[src/wdt_pkg.sv]
/*
 * constants, field layout, key words and timing counts of the keyed watchdog.
 * assumes a 40 MHz processor clock and a 16-bit register port with byte offsets.
 */
package wdt_pkg;

    // ------------------------------------------------------------------
    // clock and timing
    // ------------------------------------------------------------------
    localparam int          CLK_HZ          = 40_000_000;
    localparam int          COUNT_W         = 26;
    localparam int          EXP_W           = 5;
    localparam int          RESET_HOLD      = 16;
    localparam int          RESET_CNT_W     = 5;

    // ------------------------------------------------------------------
    // register map
    // ------------------------------------------------------------------
    localparam int          ADDR_W          = 16;
    localparam int          DATA_W          = 16;
    localparam logic [15:0] CONTROL_OFFSET  = 16'h03E0;
    localparam logic [15:0] STATUS_OFFSET   = 16'h03E2;
    localparam logic [15:0] MASK_OFFSET     = 16'h03E4;

    // ------------------------------------------------------------------
    // control register fields
    // ------------------------------------------------------------------
    localparam int          ON_BIT          = 15;
    localparam int          RST_SEL_BIT     = 14;
    localparam int          RST_FLAG_BIT    = 13;
    localparam int          IRQ_FLAG_BIT    = 12;
    localparam int          OUT_EN_BIT      = 8;
    localparam int          ES_LSB          = 0;
    localparam int          ES_W            = 8;
    localparam logic [15:0] CONTROL_RESET   = 16'hC180;
    localparam logic [7:0]  ES_RESET        = 8'h80;

    // ------------------------------------------------------------------
    // event status and mask layout
    // ------------------------------------------------------------------
    localparam int          EVT_W           = 2;
    localparam int          EVT_NMI_BIT     = 0;
    localparam int          EVT_RESET_BIT   = 1;
    localparam logic [1:0]  MASK_RESET      = 2'h0;

    // ------------------------------------------------------------------
    // key words
    // ------------------------------------------------------------------
    localparam logic [15:0] CLEAR_KEY_1     = 16'hAAAA;
    localparam logic [15:0] CLEAR_KEY_2     = 16'h5555;
    localparam logic [15:0] UNLOCK_KEY_1    = 16'h3333;
    localparam logic [15:0] UNLOCK_KEY_2    = 16'hCCCC;

    // ------------------------------------------------------------------
    // exponent per select bit, bit 0 first
    // ------------------------------------------------------------------
    localparam logic [4:0]  EXP_BIT0        = 5'h0A;
    localparam logic [4:0]  EXP_BIT1        = 5'h14;
    localparam logic [4:0]  EXP_BIT2        = 5'h15;

    // lowest set bit wins, so the shortest timeout is used
    function automatic logic [4:0] exponent_of(input logic [7:0] es);
        logic [4:0] e;
        e = 5'h00;
        for (int i = 7; i >= 0; i--) begin
            if (es[i]) begin
                if (i == 0) begin
                    e = EXP_BIT0;
                end else if (i == 1) begin
                    e = EXP_BIT1;
                end else begin
                    e = EXP_BIT2 + 5'(i - 2);
                end
            end
        end
        return e;
    endfunction

endpackage

[src/keyed_watchdog_timer.sv]
/*
 * keyed watchdog: control/status register, key sequences, lock,
 * timeout actions, event status with mask and one interrupt line.
 * assumes a register master that never overlaps read and write strobes
 * and takes read data in the cycle after the read strobe.
 */
`timescale 1ns/1ps

module keyed_watchdog_timer #(
    parameter int RESET_HOLD = wdt_pkg::RESET_HOLD
) (
    input  wire logic        clk_in,
    input  wire logic        arst_n_in,
    input  wire logic [15:0] addr_in,
    input  wire logic [15:0] wdata_in,
    input  wire logic        wr_in,
    input  wire logic        rd_in,
    output logic      [15:0] rdata_out,
    output logic             nmi_out,
    output logic             internal_reset_out,
    output logic             system_reset_output_out,
    output logic             irq_out
);

    // ------------------------------------------------------------------
    // state
    // ------------------------------------------------------------------
    typedef struct packed {
        logic                            watchdog_on;
        logic                            timeout_reset_select;
        logic                            reset_event_flag;
        logic                            interrupt_event_flag;
        logic                            reset_output_enable;
        logic [7:0]                      exponent_select;
        logic                            locked;
        logic                            clear_armed;
        logic                            unlock_armed;
        logic                            write_open;
        logic                            in_reset;
        logic [wdt_pkg::RESET_CNT_W-1:0] reset_cnt;
        logic                            nmi;
        logic [wdt_pkg::EVT_W-1:0]       status;
        logic [wdt_pkg::EVT_W-1:0]       mask;
        logic [15:0]                     rdata;
    } wdt_state_t;

    wdt_state_t                state;
    wdt_state_t                next_state;
    logic                      count_clear;
    logic                      count_run;
    logic                      expired;
    logic                      hit_control;
    logic                      hit_status;
    logic                      hit_mask;
    logic [15:0]               control_view;
    logic [wdt_pkg::EVT_W-1:0] events;

    localparam logic [wdt_pkg::RESET_CNT_W-1:0] RESET_LAST =
        wdt_pkg::RESET_CNT_W'(RESET_HOLD - 1);

    // ------------------------------------------------------------------
    // timeout counter
    // ------------------------------------------------------------------
    timeout_counter #(
        .COUNT_W (wdt_pkg::COUNT_W)
    ) u_counter (
        .clk_in             (clk_in),
        .arst_n_in          (arst_n_in),
        .run_in             (count_run),
        .clear_in           (count_clear),
        .exponent_select_in (state.exponent_select),
        .expired_out        (expired)
    );

    // ------------------------------------------------------------------
    // next state
    // ------------------------------------------------------------------
    always_comb begin
        next_state   = state;
        count_clear  = 1'b0;
        events       = '0;
        next_state.nmi = 1'b0;

        hit_control  = (addr_in == wdt_pkg::CONTROL_OFFSET);
        hit_status   = (addr_in == wdt_pkg::STATUS_OFFSET);
        hit_mask     = (addr_in == wdt_pkg::MASK_OFFSET);

        // count is deliberately absent from this view
        control_view = '0;
        control_view[wdt_pkg::ON_BIT]       = state.watchdog_on;
        control_view[wdt_pkg::RST_SEL_BIT]  = state.timeout_reset_select;
        control_view[wdt_pkg::RST_FLAG_BIT] = state.reset_event_flag;
        control_view[wdt_pkg::IRQ_FLAG_BIT] = state.interrupt_event_flag;
        control_view[wdt_pkg::OUT_EN_BIT]   = state.reset_output_enable;
        control_view[wdt_pkg::ES_LSB +: wdt_pkg::ES_W] = state.exponent_select;
        // reserved 11-9 stay zero whatever software wrote

        count_run = state.watchdog_on && !state.in_reset;

        // --------------------------------------------------------------
        // register reads: data one cycle later, unmapped reads zero
        // --------------------------------------------------------------
        next_state.rdata = '0;
        if (rd_in) begin
            if (hit_control) begin
                next_state.rdata = control_view;
                // a read of the control register breaks any half sequence
                next_state.clear_armed  = 1'b0;
                next_state.unlock_armed = 1'b0;
            end else if (hit_status) begin
                next_state.rdata = {14'h0000, state.status};
            end else if (hit_mask) begin
                next_state.rdata = {14'h0000, state.mask};
            end
        end

        // --------------------------------------------------------------
        // register writes and key sequences
        // --------------------------------------------------------------
        // cycles at other addresses leave all arming untouched
        if (wr_in && hit_control && !state.in_reset) begin
            next_state.clear_armed  = 1'b0;
            next_state.unlock_armed = 1'b0;
            if (state.write_open) begin
                // exactly one data write per unlock
                next_state.write_open = 1'b0;
                // flags are write-zero-to-clear, also when locked
                if (!wdata_in[wdt_pkg::RST_FLAG_BIT]) begin
                    next_state.reset_event_flag = 1'b0;
                end
                if (!wdata_in[wdt_pkg::IRQ_FLAG_BIT]) begin
                    next_state.interrupt_event_flag = 1'b0;
                end
                if (!state.locked) begin
                    // repeatable while enable is kept clear
                    next_state.watchdog_on          = wdata_in[wdt_pkg::ON_BIT];
                    next_state.timeout_reset_select = wdata_in[wdt_pkg::RST_SEL_BIT];
                    next_state.reset_output_enable  = wdata_in[wdt_pkg::OUT_EN_BIT];
                    next_state.exponent_select      =
                        wdata_in[wdt_pkg::ES_LSB +: wdt_pkg::ES_W];
                    if (wdata_in[wdt_pkg::ON_BIT]) begin
                        next_state.locked = 1'b1;
                        count_clear       = 1'b1;
                    end
                end
            end else if (wdata_in == wdt_pkg::CLEAR_KEY_1) begin
                next_state.clear_armed = 1'b1;
            end else if (wdata_in == wdt_pkg::CLEAR_KEY_2 && state.clear_armed) begin
                count_clear = 1'b1;
            end else if (wdata_in == wdt_pkg::UNLOCK_KEY_1) begin
                next_state.unlock_armed = 1'b1;
            end else if (wdata_in == wdt_pkg::UNLOCK_KEY_2 && state.unlock_armed) begin
                next_state.write_open = 1'b1;
            end
            // any other word is dropped and disarms both sequences
        end

        // --------------------------------------------------------------
        // timeout actions
        // --------------------------------------------------------------
        if (expired && !count_clear) begin
            if (state.timeout_reset_select || state.interrupt_event_flag) begin
                // second timeout with the flag pending forces reset
                next_state.in_reset  = 1'b1;
                next_state.reset_cnt = '0;
            end else begin
                next_state.nmi                  = 1'b1;
                next_state.interrupt_event_flag = 1'b1;
                events[wdt_pkg::EVT_NMI_BIT]    = 1'b1;
            end
        end

        // --------------------------------------------------------------
        // watchdog reset sequence
        // --------------------------------------------------------------
        // an external reset here loads all reset values via the async path
        if (state.in_reset) begin
            count_clear = 1'b1;
            if (state.reset_cnt == RESET_LAST) begin
                next_state.in_reset             = 1'b0;
                next_state.reset_cnt            = '0;
                next_state.watchdog_on          = 1'b1;
                next_state.timeout_reset_select = 1'b1;
                next_state.exponent_select      = wdt_pkg::ES_RESET;
                next_state.reset_event_flag     = 1'b1;
                next_state.interrupt_event_flag = 1'b0;
                // output enable survives a watchdog reset
                next_state.locked               = 1'b0;
                next_state.clear_armed          = 1'b0;
                next_state.unlock_armed         = 1'b0;
                next_state.write_open           = 1'b0;
                events[wdt_pkg::EVT_RESET_BIT]  = 1'b1;
            end else begin
                next_state.reset_cnt = state.reset_cnt + wdt_pkg::RESET_CNT_W'(1);
            end
        end

        // --------------------------------------------------------------
        // event status and mask
        // --------------------------------------------------------------
        if (wr_in && hit_mask) begin
            next_state.mask = wdata_in[wdt_pkg::EVT_W-1:0];
        end
        // read clears, a same-cycle event still lands
        if (rd_in && hit_status) begin
            next_state.status = events;
        end else begin
            next_state.status = state.status | events;
        end
    end

    // ------------------------------------------------------------------
    // registers
    // ------------------------------------------------------------------
    always_ff @(posedge clk_in or negedge arst_n_in) begin
        if (!arst_n_in) begin
            state                      <= '0;
            state.watchdog_on          <= wdt_pkg::CONTROL_RESET[wdt_pkg::ON_BIT];
            state.timeout_reset_select <= wdt_pkg::CONTROL_RESET[wdt_pkg::RST_SEL_BIT];
            state.reset_event_flag     <= 1'b0;
            state.reset_output_enable  <= wdt_pkg::CONTROL_RESET[wdt_pkg::OUT_EN_BIT];
            state.exponent_select      <= wdt_pkg::ES_RESET;
            state.mask                 <= wdt_pkg::MASK_RESET;
        end else begin
            state <= next_state;
        end
    end

    // ------------------------------------------------------------------
    // outputs
    // ------------------------------------------------------------------
    assign rdata_out               = state.rdata;
    assign nmi_out                 = state.nmi;
    assign internal_reset_out      = state.in_reset;
    assign system_reset_output_out = state.in_reset && state.reset_output_enable;
    assign irq_out                 = |(state.status & state.mask);

endmodule

[src/timeout_counter.sv]
/*
 * free counter that expires after two to the selected exponent clocks.
 * assumes clear and run come from the control logic in the same clock domain.
 */
`timescale 1ns/1ps

module timeout_counter #(
    parameter int COUNT_W = 26
) (
    input  wire logic       clk_in,
    input  wire logic       arst_n_in,
    input  wire logic       run_in,
    input  wire logic       clear_in,
    input  wire logic [7:0] exponent_select_in,
    output logic            expired_out
);

    typedef struct packed {
        logic [COUNT_W-1:0] count;
    } cnt_state_t;

    cnt_state_t         state;
    cnt_state_t         next_state;
    logic [COUNT_W-1:0] limit;
    logic               select_valid;

    // ------------------------------------------------------------------
    // next state
    // ------------------------------------------------------------------
    always_comb begin
        next_state   = state;
        select_valid = |exponent_select_in;
        limit        = (COUNT_W'(1) << wdt_pkg::exponent_of(exponent_select_in))
                       - COUNT_W'(1);
        // empty select: hold the count, never expire
        expired_out  = run_in && select_valid && (state.count == limit);
        if (clear_in || expired_out) begin
            next_state.count = '0;
        end else if (run_in && select_valid) begin
            next_state.count = state.count + COUNT_W'(1);
        end
    end

    always_ff @(posedge clk_in or negedge arst_n_in) begin
        if (!arst_n_in) begin
            state <= '0;
        end else begin
            state <= next_state;
        end
    end

endmodule

[config.mk]
export PLATFORM = sky130hd
export DESIGN_NAME = keyed_watchdog_timer
export DESIGN_NICKNAME = d
export VERILOG_FILES = /design/src/wdt_pkg.sv /design/src/keyed_watchdog_timer.sv /design/src/timeout_counter.sv
export SDC_FILE = /design/constraint.sdc
export NUM_CORES = 1
export LEC_CHECK = 0
export ABC_AREA = 1
export BUFFER_PORTS_ARGS = -buffer_cell sky130_fd_sc_hd__buf_2
export CORE_UTILIZATION = 40
export CTS_CLUSTER_SIZE = 24
export DETAILED_ROUTE_END_ITERATION = 10
export HOLD_SLACK_MARGIN = 0.1
export MAX_ROUTING_LAYER = met4
export SETUP_SLACK_MARGIN = 0.02
export SYNTH_ARGS = -nofsm -noshare
export SYNTH_HDL_FRONTEND = slang
export SYNTH_SLANG_ARGS = --single-unit
[constraint.sdc]
create_clock -name clk_in -period 3.9 [get_ports clk_in]
set_clock_uncertainty 0.15 [all_clocks]
set_input_delay 0.195 -clock clk_in [delete_from_list [all_inputs] [get_ports clk_in]]
set_output_delay 0.195 -clock clk_in [all_outputs]
set_load 0.03 [all_outputs]
==> results of run 1 <==
-- kinds of logic (layout without fill, tap and decap cells) --
kind of cell    count (synthesis)  in the layout  synth area share (%)
xor+xnor                       21             21                  4.25
mux                             1              1                 0.260
fa+ha+maj                       3              3                 0.867
buf+inv                       120            178                  12.3
other cells                     2              4                 0.173
compound gates                 66             66                  8.15
flops                          67             67                  38.8
simple gates                  332            332                  35.2
-- worst max-delay path by stage --
| stage | slack (ns) | endpoint | cells past startpoint | start |
|---|---|---|---|---|
| floorplan | 1.16 | u_counter.state[13]$_DFFE_PN0P_ | 19 | control_view[1]$_DFF_PN0_ |
| global placement | 0.77 | u_counter.state[13]$_DFFE_PN0P_ | 17 | control_view[1]$_DFF_PN0_ |
| detailed placement | 0.72 | u_counter.state[19]$_DFFE_PN0P_ | 17 | control_view[1]$_DFF_PN0_ |
| CTS | 0.66 | u_counter.state[19]$_DFFE_PN0P_ | 17 | control_view[1]$_DFF_PN0_ |
| global route | 0.26 | u_counter.state[21]$_DFFE_PN0P_ | 17 | control_view[1]$_DFF_PN0_ |
| finish | 0.71 | u_counter.state[8]$_DFFE_PN0P_ | 17 | control_view[1]$_DFF_PN0_ |
-- synth_stat cells (2+ instances only) --
cell	number	share of area (%)
a21oi_1	31	3.6
a31oi_1	3	0.43
buf_2	2	0.23
buf_4	17	2.9
buf_6	2	0.52
clkbuf_1	6	0.52
conb_1	2	0.17
dfrtp_1	63	36
dfstp_2	4	2.4
ha_1	3	0.87
inv_1	92	8.0
nand2_1	127	11
nand2_2	4	0.58
nand3_1	47	5.4
nand3b_1	4	0.69
nand4_1	25	3.6
nor2_1	79	6.8
nor2_2	6	0.87
nor3_1	22	2.5
nor3_2	3	0.69
nor4_1	7	1.0
o211ai_1	2	0.35
o21ai_0	25	2.9
or2_2	2	0.29
xor2_1	20	4.0
-- layer usage --
| metal | up-vias | share of wire, % | GRT usage (%) |
|---|---|---|---|
| met5 | - | 0 | - |
| met4 | 0 | 2.1 | 7.44 |
| met3 | 27 | 3.7 | 3.37 |
| met2 | 87 | 47 | 35.6 |
| met1 | 1959 | 47 | 29.3 |
| li1 | 2066 | - | - |
-- layout make-up --
cell class / instances / area [sq um]
fill: 1097 / 5470
clock buffer: 9 / 124
multi-input combinational: 427 / 2120
inverter: 93 / 349
sequential: 67 / 1680
clock inverter: 7 / 73.8
timing repair buffer: 69 / 425
tap: 136 / 170
-- metrics by stage --
stage                     power, W  std cells  setup WS [ns]  cell area (sq um)  hold WS (ns)
after detailed placement  0.000781        777          0.724               4600         0.220
after CTS                  0.00139        808          0.656               4950         0.117
after floorplan           0.000739        614           1.16               4340        -0.251
after global placement    0.000781        777          0.771               4600         0.218
after global routing       0.00144        808          0.259               4950         0.129
final                      0.00138        808          0.707               4950         0.130
-- flip-flops by register name, indices dropped and copies added (netlist names) --
name,cells
internal_reset_out,1
nmi_out,1
state,13
u_counter.state,26
rdata_out,13
control_view,13
-- critical path, cell delays in order, from the launching register on --
cell and delay (ns):
dfrtp_1 0.42, nor2_2 0.19, nand2_2 0.11, nor2_1 0.13, nand2_1 0.15, ha_1 0.34, inv_1 0.17, nand2_1 0.07
nand2_1 0.09, xor2_1 0.30, a21oi_1 0.07, nand3_1 0.09, nor2_1 0.05, nand3_1 0.09, nor2_2 0.05, nand2_1 0.10
nand3_4 0.27, nor3_1 0.24
-- where the power goes --
| part | switching, W | internal [W] | leakage (nW) |
|---|---|---|---|
| clock network | 0.000297 | 0.000300 | 0.100 |
| logic | 0.0000523 | 0.0000328 | 1.51 |
| registers | 0.0000000140 | 0.000694 | 0.907 |
| total | 0.000349 | 0.00103 | 2.52 |
==> flow_metrics.tcl, run 1 <==
set metrics [dict create \
    min_period_ns 3.19 \
    status "complete, no violations" \
    async_reset_ff_share_pct 100 \
    grt_pass1_wl_mm 19.3 \
    cts_resized 0 \
    path_class "register to register" \
    die_h_um 106 \
    drc_errors 0 \
    gr-total-overflow 0 \
    min_from "addr_in[2]" \
    hold_depth 5 \
    grt_max_degree 41 \
    drv_slew 0 \
    clock_path_buffers 2 \
    antenna_cells 0 \
    vias 4139 \
    coreArea_sq_mm 0.0104 \
    setup_violations 0 \
    rr_startpoint "control_view[1]$_DFF_PN0_" \
    std_cell_rows 37 \
    critPathCaptureType "register" \
    drt_pass1_iterations 5 \
    maxSlewHeadroom_pct 39.6 \
    yosysWarnings 0 \
    io_buffer_count 52 \
    p_per_area_mw_per_mm2 278 \
    worst_setup_path_start_kind "register" \
    report.final.hold_viol_count 0 \
    place_hpwl_mm 8.64 \
    synth_flop_cell "dfrtp_1" \
    nNetsFinal 706 \
    syn_to_final_growth_pct 14.3 \
    max_freq_mhz 313 \
    clock_sinks 67 \
    cts_hold_buf 15 \
    final_common_cell "nand2_1" \
    initial_core_util_pct 41.6 \
    root_buffer "clkbuf_8" \
    wl_per_cell_um 14.0 \
    worstRegToRegCells 17 \
    cp.required_ns 4.01 \
    viasPerCell 5.12 \
    cts_tree "done" \
    regToRegSetupSlack_ns 0.71 \
    ys_types 39 \
    clk_pin_slew_ns 0.08 \
    synth-edff-count 0 \
    htree_levels 3 \
    antenna_found_initial 0 \
    die_area_sq_mm 0.0112 \
    holdPathEnd "rdata_out[0]$_DFF_PN0_" \
    cap_violations 0 \
    grtUsageTotal_pct 22.4 \
    gp_congestion 0.895 \
    synth-seq-area-share_pct 38.8 \
    setup_tns_ns 0 \
    rsz0062_at_grt "false" \
    syn_inst 612 \
    arrival_ns 3.31 \
    final_cell_mix "nand2_1, inv_1, nor2_1, dfrtp_1, buf_2" \
    clock_latency_ns 0.35 \
    synth_area_per_cell_sq_um 7.07 \
    die_w_um 106 \
    r2r-end "u_counter.state[8]$_DFFE_PN0P_" \
    p_leak_nw 2.52 \
    path_max_fanout 26 \
    fin_util_pct 47.5 \
    ir_drop_mv 0.202 \
    drive_gt1_share_pct 14.1 \
    worst_slew_pin_slew_ns 0.906 \
    ios 56 \
    ant_nets 0 \
    ys_ff_latch 67 \
    min_period_over_period_pct 81.9 \
    grt_pass1_vias 4058 \
    postCtsSetupBuffers 0 \
    drtIter0Drc 224 \
    cts_buffers 9 \
    routed_wirelength_mm 11.3 \
    syn-cell-area_sq_mm 0.00433 \
    hp-class "primary input to register" \
]
(Power assumes the default switching activity.)
==> run 2, diff against run 1 <==
Clock period 3.9 ns to 2.8 ns, I/O delays scaled along.
==> flow_metrics.tcl, run 2 (synthesis results as in run 1) <==
set metrics [dict create \
    slowest_delay_ns 0.40 \
    min_period_ns 2.71 \
    clk_pin_slew_ns 0.08 \
    max_freq_mhz 368 \
    setup_tns_ns 0 \
    crit_slowest_cell "dfrtp_1" \
    nNetsFinal 744 \
    report.final.hold_viol_count 0 \
    coreArea_sq_mm 0.0104 \
    grt_max_degree 68 \
    std_cell_rows 37 \
    grt_pass1_wl_mm 20.5 \
    maxSlewHeadroom_pct 42.2 \
    io_buffer_count 52 \
    gr-total-overflow 0 \
    ant_nets 0 \
    die_area_sq_mm 0.0112 \
    p_leak_nw 2.74 \
    worst_slew_pin_slew_ns 0.867 \
    regMostFlops "u_counter.state" \
    placed_cell_area_sq_mm 0.00473 \
    ff_latch_area_sq_mm 0.00168 \
    n_fill_cell 1047 \
    worst_setup_path_start_kind "register" \
    htree_levels 3 \
    clock_latency_ns 0.36 \
    final_area_sq_mm 0.00541 \
    drv_slew 0 \
    p_per_area_mw_per_mm2 345 \
    grtUsageTotal_pct 24.0 \
    path_max_fanout 7 \
    fin_ws_ns 0.0862 \
    cap_violations 0 \
    place_hpwl_mm 8.51 \
    die_w_um 106 \
    whs_ns 0.123 \
    final_cell_mix "nand2_1, inv_1, nor2_1, dfrtp_1, buf_2" \
    clock_path_buffers 2 \
    ios 56 \
    die_h_um 106 \
    viasPerCell 5.09 \
    drive_gt1_share_pct 21.8 \
    setup_violations 0 \
    path_cells "nor2_2, nand2_2, nor2_4, nand2_2, ha_4, nand2_4, clkinvlp_4, buf_4, nand4_1, nand3_1, nand2_1, nor2_1, nand3_1, nor2_2, nand2_4, nand3_4, nor3_4" \
    cp_top_family "simple AND/OR/NAND/NOR gates" \
    syn_to_final_growth_pct 25.1 \
    cp.required_ns 2.93 \
    ir_drop_mv 0.193 \
    critPathCaptureType "register" \
    arrival_ns 2.84 \
    cts_tree "done" \
    wl_per_cell_um 14.5 \
    antenna_cells 0 \
    vias 4306 \
    multi_input_area_sq_mm 0.00231 \
    drc_errors 0 \
    path_class "register to register" \
    status "complete, no violations" \
    pre_cts_slack_ns -0.0793 \
    final_common_cell "nand2_1" \
    drt_pass1_iterations 5 \
    cts_buffers 9 \
    largest_reg_flops 26 \
    drtIter0Drc 206 \
    rsz0062_at_grt "true" \
    hp-class "primary input to register" \
    dp_cells 795 \
    path_buf_inv 2 \
    routed_wirelength_mm 12.3 \
    initial_core_util_pct 41.6 \
    root_buffer "clkbuf_8" \
    grt_pass1_vias 4303 \
    antenna_found_initial 0 \
    gp_congestion 0.894 \
    fin_cells 846 \
    clock_sinks 67 \
    min_period_over_period_pct 96.9 \
]
## run 2: cell types whose count changed in the layout (fill, tap and decap cells not counted), sizes merged
cell         before  now
buf              54   81
bufinv            1    0
clkbuf            9   10
clkinv            2    3
clkinvlp          1    2
dlygate4sd3      15   23
inv              96   94
nand3            48   51
## run 2: power breakdown
| part | switching [W] | internal (W) |
|---|---|---|
| sequential | 0.0000000200 | 0.000967 |
| clock | 0.000413 | 0.000353 |
| combinational | 0.0000764 | 0.0000588 |
| total | 0.000490 | 0.00138 |
## run 2: worst min-delay path, stage by stage
cell	delay, ns
buf_2	0.07
nor2_1	0.04
nand2_1	0.07
nor4_1	0.08
nand2_1	0.09
nand2_1	0.05
nand2_1	0.05
## run 2: metal layers
metal  track usage (%)  up-vias  part of all wire [%]
li1                  -     2156                     -
met1              31.6     2056                    48
met2              37.5       74                    47
met3              3.07       20                   3.4
met4              10.2        0                   1.8
met5                 -        -                     0
## run 2: area by class of cell
cell class,instances,area share (%)
multi-input cells,430,42.6
repair buffers,104,13.2
well taps,136,3.14
inverters,93,6.52
clock inverters,6,0.878
flip-flops and latches,67,31.1
clock buffers,10,2.54
## run 2: path summary, 6_finish.rpt
check,depth (start not counted),to,slack [ns],start
max in group asynchronous,3,control_view[0]$_DFF_PN0_,1.51,arst_n_in
worst max-delay path,17,u_counter.state[10]$_DFFE_PN0P_,0.09,control_view[4]$_DFF_PN0_
min in group asynchronous,3,state[16]$_DFFE_PN0P_,0.39,arst_n_in
worst min-delay path,7,state[19]$_DFF_PN0_,0.12,addr_in[12]
worst min register to register,2,rdata_out[8]$_DFF_PN0_,0.35,control_view[8]$_DFFE_PN1P_
worst max register to register,17,u_counter.state[10]$_DFFE_PN0P_,0.09,control_view[4]$_DFF_PN0_
## run 2: stage by stage
step	power [W]	util, %
final	0.00187	52.0
after CTS	0.00188	50.0
after global routing	0.00196	52.0
after detailed placement	0.00109	45.5
after global placement	0.00109	45.5
after floorplan	0.00103	-
## run 2: repair_timing
action                     4_1_cts  5_1_grt
gates cloned                     3        0
hold endpoints to repair        86        0
pin swaps                        3       22
setup endpoints to repair       32       34
gates resized for setup          6       34
setup buffers                    1        8
hold buffers                    23        0
